**src/logic/tppl_map.vh**
```
// Purpose: Constants for the touch probe position latch.
// Assumes: Register indices times four give APB byte addresses.
// Notes: Shared by the top and the channel module.
// What this block does
// - Status bit 1 or 9 sets after that probe's rising-edge latch, clear otherwise.
// - Probe 1 rising edge captures position feedback into a 32-bit value, reset zero.
// - Probe 1 falling edge captures position feedback into separate 32-bit value, reset zero.
// - Probe 2 rising edge captures position feedback into its own 32-bit value.
// - Source bit per probe: 0 digital input, 1 index pulse; status echoes it.
// - Mode bit per probe: 0 latch first edge only, 1 latch every edge.
// - Probe 2 falling edge captures position feedback into a further 32-bit value.
`ifndef TPPL_MAP_VH
`define TPPL_MAP_VH

// Register indices; byte address is index times four
`define TPPL_IDX_CTRL 18'h060B8
`define TPPL_IDX_STATUS 18'h060B9
`define TPPL_IDX_P1_RISE 18'h060BA
`define TPPL_IDX_P1_FALL 18'h060BB
`define TPPL_IDX_P2_RISE 18'h060BC
`define TPPL_IDX_P2_FALL 18'h060BD
`define TPPL_IDX_IRQ_STAT 18'h060C0
`define TPPL_IDX_IRQ_MASK 18'h060C1

// Control word layout, per-channel offset added by stride
`define TPPL_CH_STRIDE 8
`define TPPL_CTL_EN 0
`define TPPL_CTL_MODE 1
`define TPPL_CTL_SRC 2
`define TPPL_CTL_MASK 16'h0707

// Status word layout, per-channel offset added by stride
`define TPPL_ST_EN 0
`define TPPL_ST_RISE 1
`define TPPL_ST_FALL 2
`define TPPL_ST_SRC 6
`define TPPL_ST_LVL 7

// Interrupt bits: two per channel, rise then fall
`define TPPL_IRQ_W 4

// Reset values
`define TPPL_RST_CTRL 16'h0000
`define TPPL_RST_IRQ 4'h0
`define TPPL_RST_POS 32'h00000000
`define TPPL_RST_DATA 32'h00000000
`define TPPL_RST_SYNC 3'h0

// Synchroniser vector: bits 0 and 1 are the probe pins, this bit the index
`define TPPL_SYNC_IDX 2

`endif

```
**src/logic/tppl_edge_latch.v**
```verilog
// Purpose: One probe channel: edge detect, arm control, position capture.
// Assumes: trig is already synchronised to core_clk; pos is same-clock data.
// Notes: Done flags clear while disabled; re-enable re-arms single mode.
`timescale 1ns/1ps
`default_nettype none
`include "tppl_map.vh"
module tppl_edge_latch #(
  parameter PW = 32
) (
  input wire core_clk,
  input wire rst_n,
  input wire enable,
  input wire cont_mode,
  input wire trig,
  input wire [PW-1:0] pos,
  output reg [PW-1:0] rise_pos_q,
  output reg [PW-1:0] fall_pos_q,
  output reg rise_done_q,
  output reg fall_done_q,
  output reg rise_evt_q,
  output reg fall_evt_q
);
  reg prev_q;
  wire rise_take;
  wire fall_take;

  // Single mode takes only the first edge of each kind until re-armed
  assign rise_take = enable & trig & ~prev_q & (cont_mode | ~rise_done_q);
  assign fall_take = enable & ~trig & prev_q & (cont_mode | ~fall_done_q);

  // Previous level tracks always, so enabling never sees a stale edge
  always @(posedge core_clk or negedge rst_n) begin
    if (!rst_n) begin
      prev_q <= 1'h0;
      rise_pos_q <= `TPPL_RST_POS;
      fall_pos_q <= `TPPL_RST_POS;
      rise_done_q <= 1'h0;
      fall_done_q <= 1'h0;
      rise_evt_q <= 1'h0;
      fall_evt_q <= 1'h0;
    end else begin
      prev_q <= trig;
      rise_evt_q <= rise_take;
      fall_evt_q <= fall_take;
      if (rise_take) begin
        rise_pos_q <= pos;
      end
      if (fall_take) begin
        fall_pos_q <= pos;
      end
      // Captured values are kept on disable; only the flags drop
      if (!enable) begin
        rise_done_q <= 1'h0;
        fall_done_q <= 1'h0;
      end else begin
        if (rise_take) begin
          rise_done_q <= 1'h1;
        end
        if (fall_take) begin
          fall_done_q <= 1'h1;
        end
      end
    end
  end
endmodule
`default_nettype wire

```
**src/logic/tppl_top.v**
```verilog
// Purpose: Touch probe position latch with APB register access.
// Assumes: Probe pins and index pulse are asynchronous; pos_feedback is on core_clk.
// Notes: Zero-wait APB slave; one level interrupt from latch events.
`timescale 1ns/1ps
`default_nettype none
`include "tppl_map.vh"
module tppl_top #(
  parameter PW = 32,
  parameter AW = 20
) (
  input wire core_clk,
  input wire rst_n,
  input wire psel,
  input wire penable,
  input wire pwrite,
  input wire [AW-1:0] paddr,
  input wire [31:0] pwdata,
  output reg [31:0] prdata_q,
  output reg pready_q,
  output reg pslverr_q,
  input wire probe1_input_pin,
  input wire probe2_input_pin,
  input wire enc_index_pulse,
  input wire [PW-1:0] pos_feedback,
  output reg irq_q
);

  // Register select codes
  localparam [2:0] SEL_STATUS = 3'h0;
  localparam [2:0] SEL_P1R = 3'h1;
  localparam [2:0] SEL_P1F = 3'h2;
  localparam [2:0] SEL_P2R = 3'h3;
  localparam [2:0] SEL_P2F = 3'h4;
  localparam [2:0] SEL_CTRL = 3'h5;
  localparam [2:0] SEL_ISTAT = 3'h6;
  localparam [2:0] SEL_IMASK = 3'h7;

  // Decode a word index; bit 3 is the hit flag, low bits the select
  function [3:0] tppl_dec;
    input [AW-3:0] idx;
    begin
      case (idx)
        `TPPL_IDX_STATUS: tppl_dec = {1'h1, SEL_STATUS};
        `TPPL_IDX_P1_RISE: tppl_dec = {1'h1, SEL_P1R};
        `TPPL_IDX_P1_FALL: tppl_dec = {1'h1, SEL_P1F};
        `TPPL_IDX_P2_RISE: tppl_dec = {1'h1, SEL_P2R};
        `TPPL_IDX_P2_FALL: tppl_dec = {1'h1, SEL_P2F};
        `TPPL_IDX_CTRL: tppl_dec = {1'h1, SEL_CTRL};
        `TPPL_IDX_IRQ_STAT: tppl_dec = {1'h1, SEL_ISTAT};
        `TPPL_IDX_IRQ_MASK: tppl_dec = {1'h1, SEL_IMASK};
        default: tppl_dec = 4'h0;
      endcase
    end
  endfunction

  // Bit position of a per-channel field in the control or status word
  function integer ch_bit;
    input integer base;
    input integer ch;
    begin
      ch_bit = base + ch * `TPPL_CH_STRIDE;
    end
  endfunction

  reg [15:0] ctrl_q;
  reg [`TPPL_IRQ_W-1:0] irq_stat_q;
  reg [`TPPL_IRQ_W-1:0] irq_stat_d;
  reg [`TPPL_IRQ_W-1:0] irq_mask_q;
  reg [`TPPL_IRQ_W-1:0] irq_mask_d;
  reg [2:0] sync1_q;
  reg [2:0] sync2_q;
  reg [15:0] status_w;
  reg [31:0] rd_mux;

  wire [3:0] acc_dec;
  wire setup_ph;
  wire wr_en;
  wire wr_ctrl;
  wire wr_istat;
  wire wr_imask;
  wire [2*PW-1:0] rise_pos_w;
  wire [2*PW-1:0] fall_pos_w;
  wire [1:0] rise_done_w;
  wire [1:0] fall_done_w;
  wire [1:0] rise_evt_w;
  wire [1:0] fall_evt_w;
  wire [`TPPL_IRQ_W-1:0] evt_w;

  // Pins and index pulse come from outside; two flops before any use.
  // Bit 0 probe 1 pin, bit 1 probe 2 pin, bit 2 encoder index.
  always @(posedge core_clk or negedge rst_n) begin
    if (!rst_n) begin
      sync1_q <= `TPPL_RST_SYNC;
      sync2_q <= `TPPL_RST_SYNC;
    end else begin
      sync1_q <= {enc_index_pulse, probe2_input_pin, probe1_input_pin};
      sync2_q <= sync1_q;
    end
  end

  // One channel per probe, each with its source choice
  genvar g;
  generate
    for (g = 0; g < 2; g = g + 1) begin : gen_ch
      wire trig_sel;
      // Switching source while enabled can itself look like an edge
      assign trig_sel = ctrl_q[ch_bit(`TPPL_CTL_SRC, g)] ? sync2_q[`TPPL_SYNC_IDX] : sync2_q[g];
      tppl_edge_latch #(
        .PW(PW)
      ) u_ch (
        .core_clk(core_clk),
        .rst_n(rst_n),
        .enable(ctrl_q[ch_bit(`TPPL_CTL_EN, g)]),
        .cont_mode(ctrl_q[ch_bit(`TPPL_CTL_MODE, g)]),
        .trig(trig_sel),
        .pos(pos_feedback),
        .rise_pos_q(rise_pos_w[g*PW +: PW]),
        .fall_pos_q(fall_pos_w[g*PW +: PW]),
        .rise_done_q(rise_done_w[g]),
        .fall_done_q(fall_done_w[g]),
        .rise_evt_q(rise_evt_w[g]),
        .fall_evt_q(fall_evt_w[g])
      );
      assign evt_w[2*g] = rise_evt_w[g];
      assign evt_w[2*g+1] = fall_evt_w[g];
    end
  endgenerate

  // Status word assembly; unlisted bits stay zero
  integer i;
  always @* begin
    status_w = 16'h0000;
    for (i = 0; i < 2; i = i + 1) begin
      status_w[ch_bit(`TPPL_ST_EN, i)] = ctrl_q[ch_bit(`TPPL_CTL_EN, i)];
      status_w[ch_bit(`TPPL_ST_RISE, i)] = rise_done_w[i];
      status_w[ch_bit(`TPPL_ST_FALL, i)] = fall_done_w[i];
      status_w[ch_bit(`TPPL_ST_SRC, i)] = ctrl_q[ch_bit(`TPPL_CTL_SRC, i)];
      status_w[ch_bit(`TPPL_ST_LVL, i)] = sync2_q[i];
    end
  end

  // APB phase decode
  assign acc_dec = tppl_dec(paddr[AW-1:2]);
  assign setup_ph = psel & ~penable;
  assign wr_en = psel & penable & pwrite & pready_q & acc_dec[3];

  // Per-register write strobes; writes to read-only words fall through
  assign wr_ctrl = wr_en & (acc_dec[2:0] == SEL_CTRL);
  assign wr_istat = wr_en & (acc_dec[2:0] == SEL_ISTAT);
  assign wr_imask = wr_en & (acc_dec[2:0] == SEL_IMASK);

  // Read data mux; narrow registers sit in the low bits
  always @* begin
    rd_mux = 32'h00000000;
    case (acc_dec[2:0])
      SEL_STATUS: rd_mux = {16'h0000, status_w};
      SEL_P1R: rd_mux = rise_pos_w[PW-1:0];
      SEL_P1F: rd_mux = fall_pos_w[PW-1:0];
      SEL_P2R: rd_mux = rise_pos_w[2*PW-1:PW];
      SEL_P2F: rd_mux = fall_pos_w[2*PW-1:PW];
      SEL_CTRL: rd_mux = {16'h0000, ctrl_q};
      SEL_ISTAT: rd_mux = {28'h0000000, irq_stat_q};
      SEL_IMASK: rd_mux = {28'h0000000, irq_mask_q};
      default: rd_mux = 32'h00000000;
    endcase
    if (!acc_dec[3]) begin
      rd_mux = 32'h00000000;
    end
  end

  // Bus answer: data sampled in setup, shown with pready in the access cycle.
  // A capture landing between the two cycles shows on the next read.
  always @(posedge core_clk or negedge rst_n) begin
    if (!rst_n) begin
      prdata_q <= `TPPL_RST_DATA;
      pready_q <= 1'h0;
      pslverr_q <= 1'h0;
    end else begin
      pready_q <= setup_ph;
      pslverr_q <= setup_ph & ~acc_dec[3];
      if (setup_ph & ~pwrite) begin
        prdata_q <= rd_mux;
      end
    end
  end

  // Sticky events; a new event beats a same-cycle write-one clear
  always @* begin
    irq_stat_d = irq_stat_q;
    if (wr_istat) begin
      irq_stat_d = irq_stat_q & ~pwdata[`TPPL_IRQ_W-1:0];
    end
    irq_stat_d = irq_stat_d | evt_w;
  end

  // Mask next value, so a mask write moves irq at the same edge
  always @* begin
    irq_mask_d = irq_mask_q;
    if (wr_imask) begin
      irq_mask_d = pwdata[`TPPL_IRQ_W-1:0];
    end
  end

  // Writable registers and the interrupt level
  always @(posedge core_clk or negedge rst_n) begin
    if (!rst_n) begin
      ctrl_q <= `TPPL_RST_CTRL;
      irq_stat_q <= `TPPL_RST_IRQ;
      irq_mask_q <= `TPPL_RST_IRQ;
      irq_q <= 1'h0;
    end else begin
      irq_stat_q <= irq_stat_d;
      irq_mask_q <= irq_mask_d;
      if (wr_ctrl) begin
        ctrl_q <= pwdata[15:0] & `TPPL_CTL_MASK;
      end
      // Computed from next values so irq tracks status without extra lag
      irq_q <= |(irq_stat_d & irq_mask_d);
    end
  end

endmodule
`default_nettype wire

```
**config.mk**
```make
export PLATFORM = sky130hd
export DESIGN_NAME = tppl_top
export DESIGN_NICKNAME = d
export VERILOG_FILES = /design/src/logic/tppl_edge_latch.v /design/src/logic/tppl_top.v
export VERILOG_INCLUDE_DIRS = /design/src /design/src/logic
export SDC_FILE = /design/constraint.sdc
export NUM_CORES = 1
export LEC_CHECK = 0
export ABC_AREA = 1
export BUFFER_PORTS_ARGS = -buffer_cell sky130_fd_sc_hd__buf_2
export CORE_ASPECT_RATIO = 1.75
export CORE_MARGIN = 4
export CORE_UTILIZATION = 50
export DETAILED_ROUTE_END_ITERATION = 10
export GPL_ROUTABILITY_DRIVEN = 0
export PLACE_DENSITY = 0.77
export SLEW_MARGIN = 20
export SYNTH_ARGS = -nofsm -noshare
export SYNTH_HDL_FRONTEND = slang
export SYNTH_SLANG_ARGS = --single-unit
```
**constraint.sdc**
```tcl
create_clock -name core_clk -period 1.4 [get_ports core_clk]
set_input_delay 0 -clock core_clk [delete_from_list [all_inputs] [get_ports core_clk]]
set_output_delay 0 -clock core_clk [all_outputs]
set_load 0.01 [all_outputs]
```
# After elaboration in Yosys (flattened, before gate mapping)
# Index checks and enable logic that the tools add are counted.
# word_totals
input_bits	92
register_bits	193
elab_cells	100
out_inout_bits	35
# op_classes
bitwise_logic	41
n_eq_ne	19
reduce_logical	2
muxes	15
# ops
cell	count
case mux 32 bit (8 select lines)	1
equality test 18 x 15 -> 1 bit, second input constant	8
2-to-1 mux 32 bit	1
case mux 4 bit (8 select lines)	1
bitwise AND 1 bit	22
equality test 3 bit, second input constant	4
NOT 1 bit	11
2-to-1 mux 1 bit	10
bitwise AND 4 bit	2
2-to-1 mux 4 bit	2
!= test 2 x 1 -> 1 bit, second input constant	4
equality test 3 x 2 -> 1 bit, second input constant	2
NOT 4 bit	1
OR 1 bit	4
OR 4 bit	1
OR reduction 4 bit	1
equality test 3 x 1 -> 1 bit, second input constant	1
zero test 3 bit	1

# Longest topological paths before layout
# Gate-level depths: netlist of the first run.
# depth
depth_word	9
ltp_mapped	13
mapped_depth_nobuf	13

# Modules after synthesis
# From an unflattened synthesis of the first run, not the netlist that was laid out.
# hier_totals
hier_cells	1098
hier_area_um2	9063.7
# by_module_without_submodules
module	seq_area_each_um2	area_each_um2	instances	cells_per_inst
tppl_edge_latch	1726.7	2751.4	2	299
tppl_top	1376.3	3560.9	1	500

# Worst setup path before layout of the first run
# No wires, ideal clock.
# synth_path
path_type	reg-to-reg
startpoint	register ctrl_q[2]
endpoint	register gen_ch[0].u_ch.rise_pos_q[23]
arrival_ps	1290
period_less_slack_ps	1373
setup_time_ps	83
n_path_buf	2
path_slack_ps	27
required_time_ps	1317
stages_incl_launch_ff	8
path_cell_list	dfrtp_1 > o21ai_0 > inv_1 > nand2_1 > buf_2 > buf_1 > nand2_1 > o21ai_0
# synth_between
elab_chain_len	4
# synth_rtl
element	line	text
start: declaration	tppl_top.v:65	reg [15:0] ctrl_q;
start signal: assignment	tppl_top.v:207	ctrl_q <= `TPPL_RST_CTRL;
start signal: assignment	tppl_top.v:215	ctrl_q <= pwdata[15:0] & `TPPL_CTL_MASK;
2-to-1 mux 1 bit	tppl_top.v:107	assign trig_sel = ctrl_q[ch_bit(`TPPL_CTL_SRC, g)] ? sync2_q[`TPPL_SYNC_IDX] : sync2_q[g];
named net gen_ch[0].trig_sel	tppl_top.v:105	wire trig_sel;
bitwise AND 1 bit (3 in series)	tppl_edge_latch.v:28	assign rise_take = enable & trig & ~prev_q & (cont_mode | ~rise_done_q);
end signal: assignment	tppl_edge_latch.v:35	rise_pos_q <= `TPPL_RST_POS;
end signal: assignment	tppl_edge_latch.v:46	rise_pos_q <= pos;
end: declaration	tppl_edge_latch.v:16	output reg [PW-1:0] rise_pos_q,
# The timed path passes the listed nets, and every way through them passes these cells.
# A chain may end at the register's enable or synchronous reset.

# Worst setup path after layout of the first run
# layout_path
startpoint	register ctrl_q[0]
endpoint	register gen_ch[0].u_ch.rise_pos_q[11]
# layout_between
elab_chain_len	3
# layout_rtl
element	line
bitwise AND 1 bit (3 in series)	tppl_edge_latch.v:28
# Every way passes these cells.

==> results of run 1 <==
==> report_power, final <==
part	total [mW]	internal [mW]	switching [mW]
logic	0.619	0.252	0.367
registers	5.60	5.59	0.00931
clock network	4.84	2.57	2.28
==> stage by stage <==
stage	setup WS, ns	cells	setup TNS (ns)	power (mW)	hold WS, ns
6_report	-0.103	1527	-0.339	11.1	0.0601
5_1_grt	-0.127	1527	-2.68	11.4	0.0829
4_1_cts	0.00873	1497	0	11.1	0.0508
3_5_place_dp	-0.125	1420	-3.71	6.20	-0.0230
3_3_place_gp	-0.118	1420	-2.41	6.19	-0.0183
2_1_floorplan	0.0275	1064	0	5.85	-0.296
==> repair_timing <==
action                     CTS  global route
pin swaps                    0            14
buffers inserted             0            10
hold endpoints to repair   340             0
setup endpoints to repair   57            93
cloned                       0            20
hold buffers                45             0
gates resized for setup      2            90
==> layout make-up <==
class	count	share of cell area, %
clock buffers	18	3.74
repair buffers	245	18.1
flip-flops and latches	193	41.1
inverters	95	3.09
multi-input cells	731	30.3
well taps	231	2.46
clock inverters	14	1.25
==> cells in the final DEF, fill, tap and decap left out, types with 7 or more instances in the layout <==
cell type,synthesis,layout
buf_2,7,98
o21ai_2,5,7
nand3_1,75,75
inv_2,7,9
o21ai_0,141,87
clkbuf_16,0,29
nor2_2,8,8
a21oi_1,26,25
nand2_1,339,326
buf_6,5,11
dfrtp_1,193,193
nand4_1,15,15
buf_4,3,65
nand2_4,5,8
inv_1,87,84
nand2_2,5,13
o21ai_1,23,74
nor2_1,61,61
dlygate4sd3_1,0,45
buf_12,0,13
==> worst paths after layout <==
path,start,endpoint,slack (ns)
worst max-delay path,ctrl_q[0],gen_ch[0].u_ch.rise_pos_q[11],-0.10
worst min-delay path,pwrite,prdata_q[2],0.06
worst max register to register,ctrl_q[0],gen_ch[0].u_ch.rise_pos_q[11],-0.10
worst min register to register,sync1_q[1],sync2_q[1],0.35
max in group asynchronous,rst_n,gen_ch[1].u_ch.rise_pos_q[18],0.61
min in group asynchronous,rst_n,ctrl_q[2],0.08
==> kinds of logic after synthesis <==
family,after synthesis,share of synthesized area [%]
AO/OA/AOI/OAI,197,11.4
buffers and inverters,142,6.71
flip-flops,193,54.8
multiplexers,3,0.383
AND/OR/NAND/NOR,529,26.7
==> routing by layer <==
layer,vias up,global-route usage (%)
met2,355,44.3
li1,3868,-
met3,109,3.06
met1,3962,28.5
met4,0,11.3
met5,-,0
==> cells in the mapped netlist, drive strengths merged <==
cell type | count | area (um^2)
clkbuf | 26 | 97.6
inv | 94 | 353
nor3 | 1 | 5.00
nand2b | 1 | 6.26
clkinv | 1 | 5.00
buf | 21 | 136
a21oi | 26 | 130
nand3 | 79 | 423
nand4 | 16 | 115
o21ai | 169 | 865
nand2 | 349 | 1360
dfrtp | 193 | 4830
nor2 | 78 | 407
nand3b | 5 | 37.5
a211oi | 2 | 15.0
mux2 | 3 | 33.8
==> worst min-delay path: stages <==
cell     delay [ns]
buf_2          0.09
nor2_1         0.06
buf_4          0.18
nand3_1        0.09
nand2_1        0.04
==> sequential cells by signal, indices dropped and copies added (netlist names) <==
signal and flops:
pready_q 1, gen_ch.u_ch.fall_done_q 2, ctrl_q 6, sync1_q 3
gen_ch.u_ch.rise_done_q 2, irq_stat_q 4, gen_ch.u_ch.rise_pos_q 64, prdata_q 32
gen_ch.u_ch.fall_evt_q 2, sync2_q 3, pslverr_q 1, gen_ch.u_ch.rise_evt_q 2
irq_q 1, irq_mask_q 4, gen_ch.u_ch.prev_q 2, gen_ch.u_ch.fall_pos_q 64
==> out/qor.yml, run 1 <==
leakagePower_nw: 6.24
cts_root_buf: "clkbuf_16"
slowest_delay_ns: 0.42
antenna_left: 0
crit_family: "compound AO/OA/AOI/OAI gates"
tightest_slew_ns: 0.439
maxSlewHeadroom_pct: 70.7
port_buffers: 99
antenna_found_initial: 0
nFillCells: 1356
dp_hpwl_mm: 16.1
period_minus_slack_ns: 1.50
seq_area_frac_synth_pct: 54.8
worst_path_max_delay_cell: "dfrtp_1"
final_core_util_pct: 67.6
clk_latency_ns: 0.44
drive_above_1_share_pct: 23.5
viasPerCell: 5.43
finalSetupViolCount: 19
critical_path_buf_inv_count: 2
fmax_ghz: 0.665
grt_pass1_vias: 7898
synthesis.nets: 1156
wl_met2_mm: 14.3
syn_to_final_growth_pct: 33.3
wl_per_cell_um: 17.7
violations: "setup timing"
routed_wirelength_mm: 27.0
num_io_pins: 127
dieArea_mm2: 0.0199
rows: 64
cts.sinks: 193
top_layer_used: "met4"
seqCellArea_mm2: 0.00483
clkTransAtPathRegs_ns: 0.07
skew_ns: 0.0103
drt-initial-drc-count: 737
met1Wirelength_mm: 9.76
critPathKind: "flop to flop"
setup_ws_ns: -0.103
ir_worst_vdd_mv: 0.729
drc: 0
ys_seq_elements: 193
coreArea_mm2: 0.0174
grt_first_pass_wirelength_mm: 38.1
p_per_area_mw_per_mm2: 941
critPathMaxFanout: 24
via_count: 8294
ys_types: 30
drv_slew: 0
whs_path_depth: 5
antenna_cells: 0
placed_area_mm2: 0.0101
final.period_utilization_pct: 107
first_pass_iters: 5
multiInputGateArea_mm2: 0.00356
hold_violations: 0
grt.total_usage_pct: 24.5
path_depth: 5
rsz0062_at_grt: "true"
status: "finished with violations"
reg2regPathDepth: 5
worstPathRequired_ns: 1.72
finalNetCount: 1375
hold_path.class: "primary input to flop"
yosys_warnings: 0
grt_start_max_net_pins: 59
grt-ovfl-total: 0
start_util_pct: 50.7
h-tree-depth: 4
clockBufferDepth: 2
startpoint_type: "flop"
cts_buffers: 17
final_cell_area_mm2: 0.0118
die_h_um: 184
cts_tree: "yes"
maxCapViolations: 0
fp.dieW_um: 108
synth_area_mm2: 0.00882
cp_cell_sequence: "inv_1, a211oi_2, nand2_4, clkbuf_16, o21ai_0"
wl_met3_mm: 1.56
cp-end-kind: "flop"
synthCells: 1064
syn_area_per_cell_um2: 8.29
worstPathArrival_ns: 1.82
(Power assumes the default switching activity.)
==> inputs of run 2 (changes only) <==
--- a/config.mk
+++ b/config.mk
@@ -10,10 +10,10 @@
 export BUFFER_PORTS_ARGS = -buffer_cell sky130_fd_sc_hd__buf_2
 export CORE_ASPECT_RATIO = 1.75
 export CORE_MARGIN = 4
-export CORE_UTILIZATION = 50
+export CORE_UTILIZATION = 45
 export DETAILED_ROUTE_END_ITERATION = 10
 export GPL_ROUTABILITY_DRIVEN = 0
-export PLACE_DENSITY = 0.77
+export PLACE_DENSITY = 0.71
 export SLEW_MARGIN = 20
 export SYNTH_ARGS = -nofsm -noshare
 export SYNTH_HDL_FRONTEND = slang
==> run 2 against run 1 <==
Effect of this change:
- the run now ends clean
- power down 1.9%
- critical path depth up 1
- sequential cell count unchanged
- global-route usage down 2.8 points
- sequential share of layout area up 1.2 points
- core utilization down 8.2 points
- critical path type unchanged
- highest routed layer unchanged
==> out/qor.yml, run 2 (same netlist as run 1, synthesis figures left out) <==
tightest_slew_ns: 0.426  # -0.0129 ns
fin_cells: 1514  # -0.85%
startpoint_type: "flop"
grt_first_pass_wirelength_mm: 37.6  # -1.4%
antenna_left: 0  # unchanged
worstPathRequired_ns: 1.72  # about the same
finalPower_mw: 10.8  # -1.9%
status: "finished, final reports clean"
cts_root_buf: "clkbuf_16"
coreArea_mm2: 0.0192  # +10%
routed_wirelength_mm: 24.9  # -7.7%
cts_tree: "yes"
rsz0062_at_grt: "true"
grt_start_max_net_pins: 67  # +14%
grt.total_usage_pct: 21.7  # -2.8 points
maxCapViolations: 0  # unchanged
finalSetupViolCount: 0  # -19
antenna_cells: 0  # unchanged
final.period_utilization_pct: 99.4  # -7.9 points
worst_path_max_delay_cell: "dfrtp_1"
drv_slew: 0  # unchanged
drc: 0  # unchanged
p_sw_mw: 2.62  # -1.0%
grt-ovfl-total: 0  # unchanged
pwr-share-clk_pct: 42.8  # -1.0 points
hold_path.class: "primary input to asynchronous set/reset pin"
viasPerCell: 5.17  # -4.9%
combPwrFrac_pct: 5.6  # about the same
die_h_um: 193  # +5.2%
skew_ns: 0.0165  # +0.00619 ns
crit_family: "flip-flops"
h-tree-depth: 4  # unchanged
clkTransAtPathRegs_ns: 0.08  # about the same
port_buffers: 99  # unchanged
num_io_pins: 127  # unchanged
slowest_delay_ns: 0.41  # about the same
swShare_pct: 24.2  # +0.22 points
drt-initial-drc-count: 561  # -24%
fmax_ghz: 0.718  # +8.0%
fp.dieW_um: 114  # +5.0%
drive_above_1_share_pct: 21.8  # -1.7 points
finalSetupTns_ns: 0  # +0.339 ns
clockBufferDepth: 2  # unchanged
layout_common_cells: "nand2_1, dfrtp_1, o21ai_0"
maxSlewHeadroom_pct: 71.6  # +0.83 points
wl_per_cell_um: 16.5  # -6.9%
critPathMaxFanout: 8  # -67%
hold_violations: 0  # unchanged
reg_top3: "gen_ch.u_ch.fall_pos_q: 64 flops, gen_ch.u_ch.rise_pos_q: 64 flops, prdata_q: 32 flops"
dp.cells: 1423  # +0.21%
antenna_found_initial: 0  # unchanged
final_common_cell: "nand2_1"
rrSetupSlack_ns: 0.008  # +0.11 ns
cp-end-kind: "flop"
critical_path_buf_inv_count: 2  # unchanged
first_pass_iters: 7  # +2
dp_hpwl_mm: 15.9  # -0.80%
syn_to_final_growth_pct: 29.4
rows: 67  # +4.7%
finalNetCount: 1352  # -1.7%
leakagePower_nw: 6.03  # -3.3%
via_count: 7820  # -5.7%
grt_pass1_vias: 7606  # -3.7%
power_frac_seq_pct: 51.6  # +1.0 points
dieArea_mm2: 0.0220  # +10%
critPathKind: "flop to flop"
cts.sinks: 193  # unchanged
clk_latency_ns: 0.44  # about the same
p_int_mw: 8.22  # -2.2%
whs_ns: 0.0478  # -0.0123 ns
ir_worst_vdd_mv: 0.856  # +18%
p_per_area_mw_per_mm2: 950  # +1.0%
start_util_pct: 45.9  # -4.8 points
period_minus_slack_ns: 1.39  # -0.111 ns
worstPathArrival_ns: 1.71  # -0.11 ns
cts_buffers: 17  # unchanged
cp_cell_sequence: "a211oi_4, buf_6, nand2_8, clkbuf_16, nand2_1, o21ai_0"
[run 2: cell types whose count changed in the layout (fill, tap and decap cells not counted), sizes merged]
cell,previous run,this run
clkinv,4,7
bufinv,1,0
buf,187,171
nand2,351,350
clkbuf,31,25
inv,101,99
[run 2: routing by layer]
metal	routed length, um	vias to the layer above	part of all wire [%]	global-route usage [%]
li1	-	3815	-	-
met1	9610	3700	39	24.9
met2	13200	244	53	38.9
met3	1000	61	4.0	3.03
met4	1130	0	4.5	11.4
met5	0	-	0	0
[run 2: cell type report]
class,count,area [um^2]
Tap cell,241,302
Sequential cell,193,4830
Timing Repair Buffer,223,1860
Clock inverter,14,128
Fill cell,1733,7790
Clock buffer,18,439
Inverter,95,365
Multi-Input combinational cell,730,3480
[run 2: final timing paths]
path	from	endpoint	cells past startpoint
setup / recovery	gen_ch[1].u_ch.rise_done_q	gen_ch[1].u_ch.rise_pos_q[31]	6
hold / removal	rst_n	prdata_q[13]	2
setup reg to reg	gen_ch[1].u_ch.rise_done_q	gen_ch[1].u_ch.rise_pos_q[31]	6
hold reg to reg	sync1_q[0]	sync2_q[0]	0
max in group asynchronous	rst_n	ctrl_q[0]	3
min in group core_clk	pwrite	prdata_q[14]	5
[run 2: through the flow]
step	setup WS, ns	cell area [um^2]	util (%)
final	0.00793	11400	59.4
after global routing	-0.0467	11400	59.4
after CTS	0.0234	11100	57.9
after detailed placement	-0.169	10100	52.5
after global placement	-0.132	10100	52.5
after floorplan	0.0275	8820	-
[run 2: what timing repair did]
item,in CTS,in global routing
pin swaps,0,10
hold endpoints to repair,340,0
resized for setup,2,45
hold buffers,45,0
setup endpoints to repair,4,146
buffers inserted,1,1
cloned,0,12
[run 2: worst register-to-register path, delay by kind of cell, from the launching register on]
family	cells	cell delay (ns)
simple gates	2	0.16
compound gates	2	0.34
flops	1	0.41
buf+inv	2	0.35
[run 2: power groups by stage]
stage | Sequential (mW) | Combinational [mW] | Clock, mW
floorplan | 5.70 | 0.149 | 0
global placement | 5.70 | 0.499 | 0
detailed placement | 5.70 | 0.504 | 0
CTS | 5.59 | 0.602 | 4.73
global route | 5.59 | 0.679 | 4.95
finish | 5.59 | 0.604 | 4.64
==> inputs of run 3 (changes only) <==
--- a/config.mk
+++ b/config.mk
@@ -7,13 +7,13 @@
 export NUM_CORES = 1
 export LEC_CHECK = 0
 export ABC_AREA = 1
-export BUFFER_PORTS_ARGS = -buffer_cell sky130_fd_sc_hd__buf_2
 export CORE_ASPECT_RATIO = 1.75
 export CORE_MARGIN = 4
 export CORE_UTILIZATION = 45
 export DETAILED_ROUTE_END_ITERATION = 10
+export DONT_BUFFER_PORTS = 1
 export GPL_ROUTABILITY_DRIVEN = 0
-export PLACE_DENSITY = 0.71
+export PLACE_DENSITY = 0.65
 export SLEW_MARGIN = 20
 export SYNTH_ARGS = -nofsm -noshare
 export SYNTH_HDL_FRONTEND = slang
==> constraint.sdc (replaced) <==
create_clock -name core_clk -period 1.4 [get_ports core_clk]
set_input_delay 0.21 -clock core_clk [delete_from_list [all_inputs] [get_ports core_clk]]
set_output_delay 0.21 -clock core_clk [all_outputs]
set_load 0.01 [all_outputs]
==> run 3 against run 2 <==
Effect of this change:
- the run now ends with hold timing, setup timing left
- sequential power about the same
- clock-buffer cell count increased by 1
- core utilization decreased by 0.49 points
- sequential share of layout area increased by 0.34 points
- register-to-register slack got worse by 0.07 ns
- die area unchanged
- first-iteration DRC count decreased by 7.0%
- design area decreased by 0.82%
- critical path type unchanged
- largest cell class unchanged
- largest power group unchanged
- highest routed layer unchanged
==> out/qor.yml, run 3 (same netlist as run 1, synthesis figures left out) <==
cts.sinks: 193  # unchanged
final_common_cell: "nand2_1"
maxCapViolations: 0  # unchanged
fin_cells: 1434  # -5.3%
antenna_left: 0  # unchanged
startpoint_type: "flop"
skew_ns: 0.0126  # -0.00392 ns
worstPathRequired_ns: 1.72  # about the same
hold_path.class: "primary input to asynchronous set/reset pin"
clockBufferDepth: 2  # unchanged
cts_root_buf: "clkbuf_16"
p_per_area_mw_per_mm2: 967  # +1.7%
routed_wirelength_mm: 25.1  # +0.62%
grt.total_usage_pct: 21.5  # -0.16 points
critPathMaxFanout: 8  # unchanged
rows: 67  # unchanged
cts_buffers: 17  # unchanged
coreArea_mm2: 0.0192  # unchanged
cp-end-kind: "flop"
period_minus_slack_ns: 1.46  # +0.0729 ns
layout_common_cells: "nand2_1, dfrtp_1, inv_1, o21ai_0, o21ai_1"
ir_worst_vdd_mv: 1.05  # +23%
leakagePower_nw: 5.76  # -4.4%
clkTransAtPathRegs_ns: 0.07  # about the same
dp.cells: 1336  # -6.1%
viasPerCell: 5.25  # +1.7%
clk_latency_ns: 0.44  # about the same
rrSetupSlack_ns: -0.06  # -0.07 ns
finalSetupViolCount: 28  # +28
port_buffers: 0  # -100%
die_h_um: 193  # unchanged
hold_violations: 194  # +194
syn_to_final_growth_pct: 28.3
worstPathArrival_ns: 1.78  # +0.07 ns
start_util_pct: 45.9  # unchanged
nFillCells: 1713  # -1.2%
whs_ns: -0.529  # -0.576 ns
antenna_cells: 0  # unchanged
drv_slew: 0  # unchanged
drt-initial-drc-count: 522  # -7.0%
placed_area_mm2: 0.00966  # -4.2%
status: "finished with violations"
dieArea_mm2: 0.0220  # unchanged
grt_start_max_net_pins: 194  # +190%
drc: 0  # unchanged
finalNetCount: 1272  # -5.9%
drive_above_1_share_pct: 19.5  # -2.2 points
final.period_utilization_pct: 105  # +5.2 points
h-tree-depth: 4  # unchanged
fp.dieW_um: 114  # unchanged
first_pass_iters: 5  # -2
maxSlewHeadroom_pct: 64.6  # -7.0 points
rsz0062_at_grt: "true"
dp_hpwl_mm: 15.6  # -1.9%
critPathKind: "flop to flop"
setup_ws_ns: -0.0650  # -0.0729 ns
fmax_ghz: 0.683  # -5.0%
antenna_found_initial: 0  # unchanged
grt_pass1_vias: 7415  # -2.5%
via_count: 7532  # -3.7%
tightest_slew_ns: 0.532  # +0.105 ns
grt_first_pass_wirelength_mm: 37.3  # -0.79%
violations: "hold timing, setup timing"
reg_top3: "gen_ch.u_ch.fall_pos_q: 64 flops, gen_ch.u_ch.rise_pos_q: 64 flops, prdata_q: 32 flops"
final_cell_area_mm2: 0.0113  # -0.82%
num_io_pins: 127  # unchanged
wl_per_cell_um: 17.5  # +6.2%
grt-ovfl-total: 0  # unchanged
cts_tree: "yes"
==> run 3: changes by cell type in the layout (fill, tap and decap cells not counted), moves of 3 or more <==
cell,before,now
buf_2,98,0
o21ai_0,118,81
o21ai_1,44,80
nand2_1,334,309
nand2_2,8,31
buf_4,52,69
dlygate4sd3_1,45,35
clkbuf_16,23,30
buf_6,6,11
nand2_8,2,5
==> run 3: metrics by stage <==
stage / TNS [ns] / worst slack [ns] / power [mW] / utilization, %
detailed placement: -7.86 / -0.272 / 5.95 / 50.3
CTS: 0 / 0.00568 / 11.0 / 55.2
floorplan: 0 / 0.0275 / 5.85 / -
global placement: -7.79 / -0.250 / 5.95 / 50.3
global route: -3.59 / -0.0992 / 11.3 / 59.0
finish: -0.952 / -0.0650 / 10.9 / 59.0
==> run 3: area by class of cell <==
type                            count  area, um^2  area share (%)
Timing Repair Buffer              142        1600            14.1
Tap cell                          241         302            2.66
Multi-Input combinational cell    731        3620            32.0
Clock inverter                     13         151            1.34
Sequential cell                   193        4830            42.7
Clock buffer                       19         453            4.00
Inverter                           95         368            3.25
==> run 3: path summary, 6_finish.rpt <==
check / startpoint / end / cells past startpoint
setup reg to reg: gen_ch[0].u_ch.rise_done_q / gen_ch[0].u_ch.rise_pos_q[16] / 6
min in group core_clk: pos_feedback[30] / gen_ch[1].u_ch.rise_pos_q[30] / 2
setup / recovery: gen_ch[0].u_ch.rise_done_q / gen_ch[0].u_ch.rise_pos_q[16] / 6
hold / removal: rst_n / gen_ch[0].u_ch.rise_pos_q[10] / 0
hold reg to reg: sync1_q[2] / sync2_q[2] / 0
max in group asynchronous: rst_n / pslverr_q / 0
==> run 3: routing by layer <==
metal	track usage (%)	routed length (um)
met1	25.0	9670
met2	38.6	13500
met3	3.94	1030
met4	9.42	858
met5	0	0
==> run 3: critical path, cell delays in order (launching register included) <==
cell,delay [ns]
dfrtp_1,0.44
a211oi_4,0.34
buf_6,0.16
nand2_8,0.09
clkbuf_16,0.19
nand2_1,0.05
o21ai_1,0.05
==> run 3: timing repair <==
item	in CTS	in global routing
pin swaps	1	12
hold buffers	33	2
endpoints found under the setup margin	33	90
resized for setup	2	122
cloned	0	19
buffers inserted	0	12
hold endpoints to repair	278	195
==> run 3: report_power, final <==
part           total, mW  internal [mW]  switching (mW)
Sequential          5.60           5.59         0.00999
Clock               4.99           2.76            2.23
Combinational      0.353          0.149           0.204
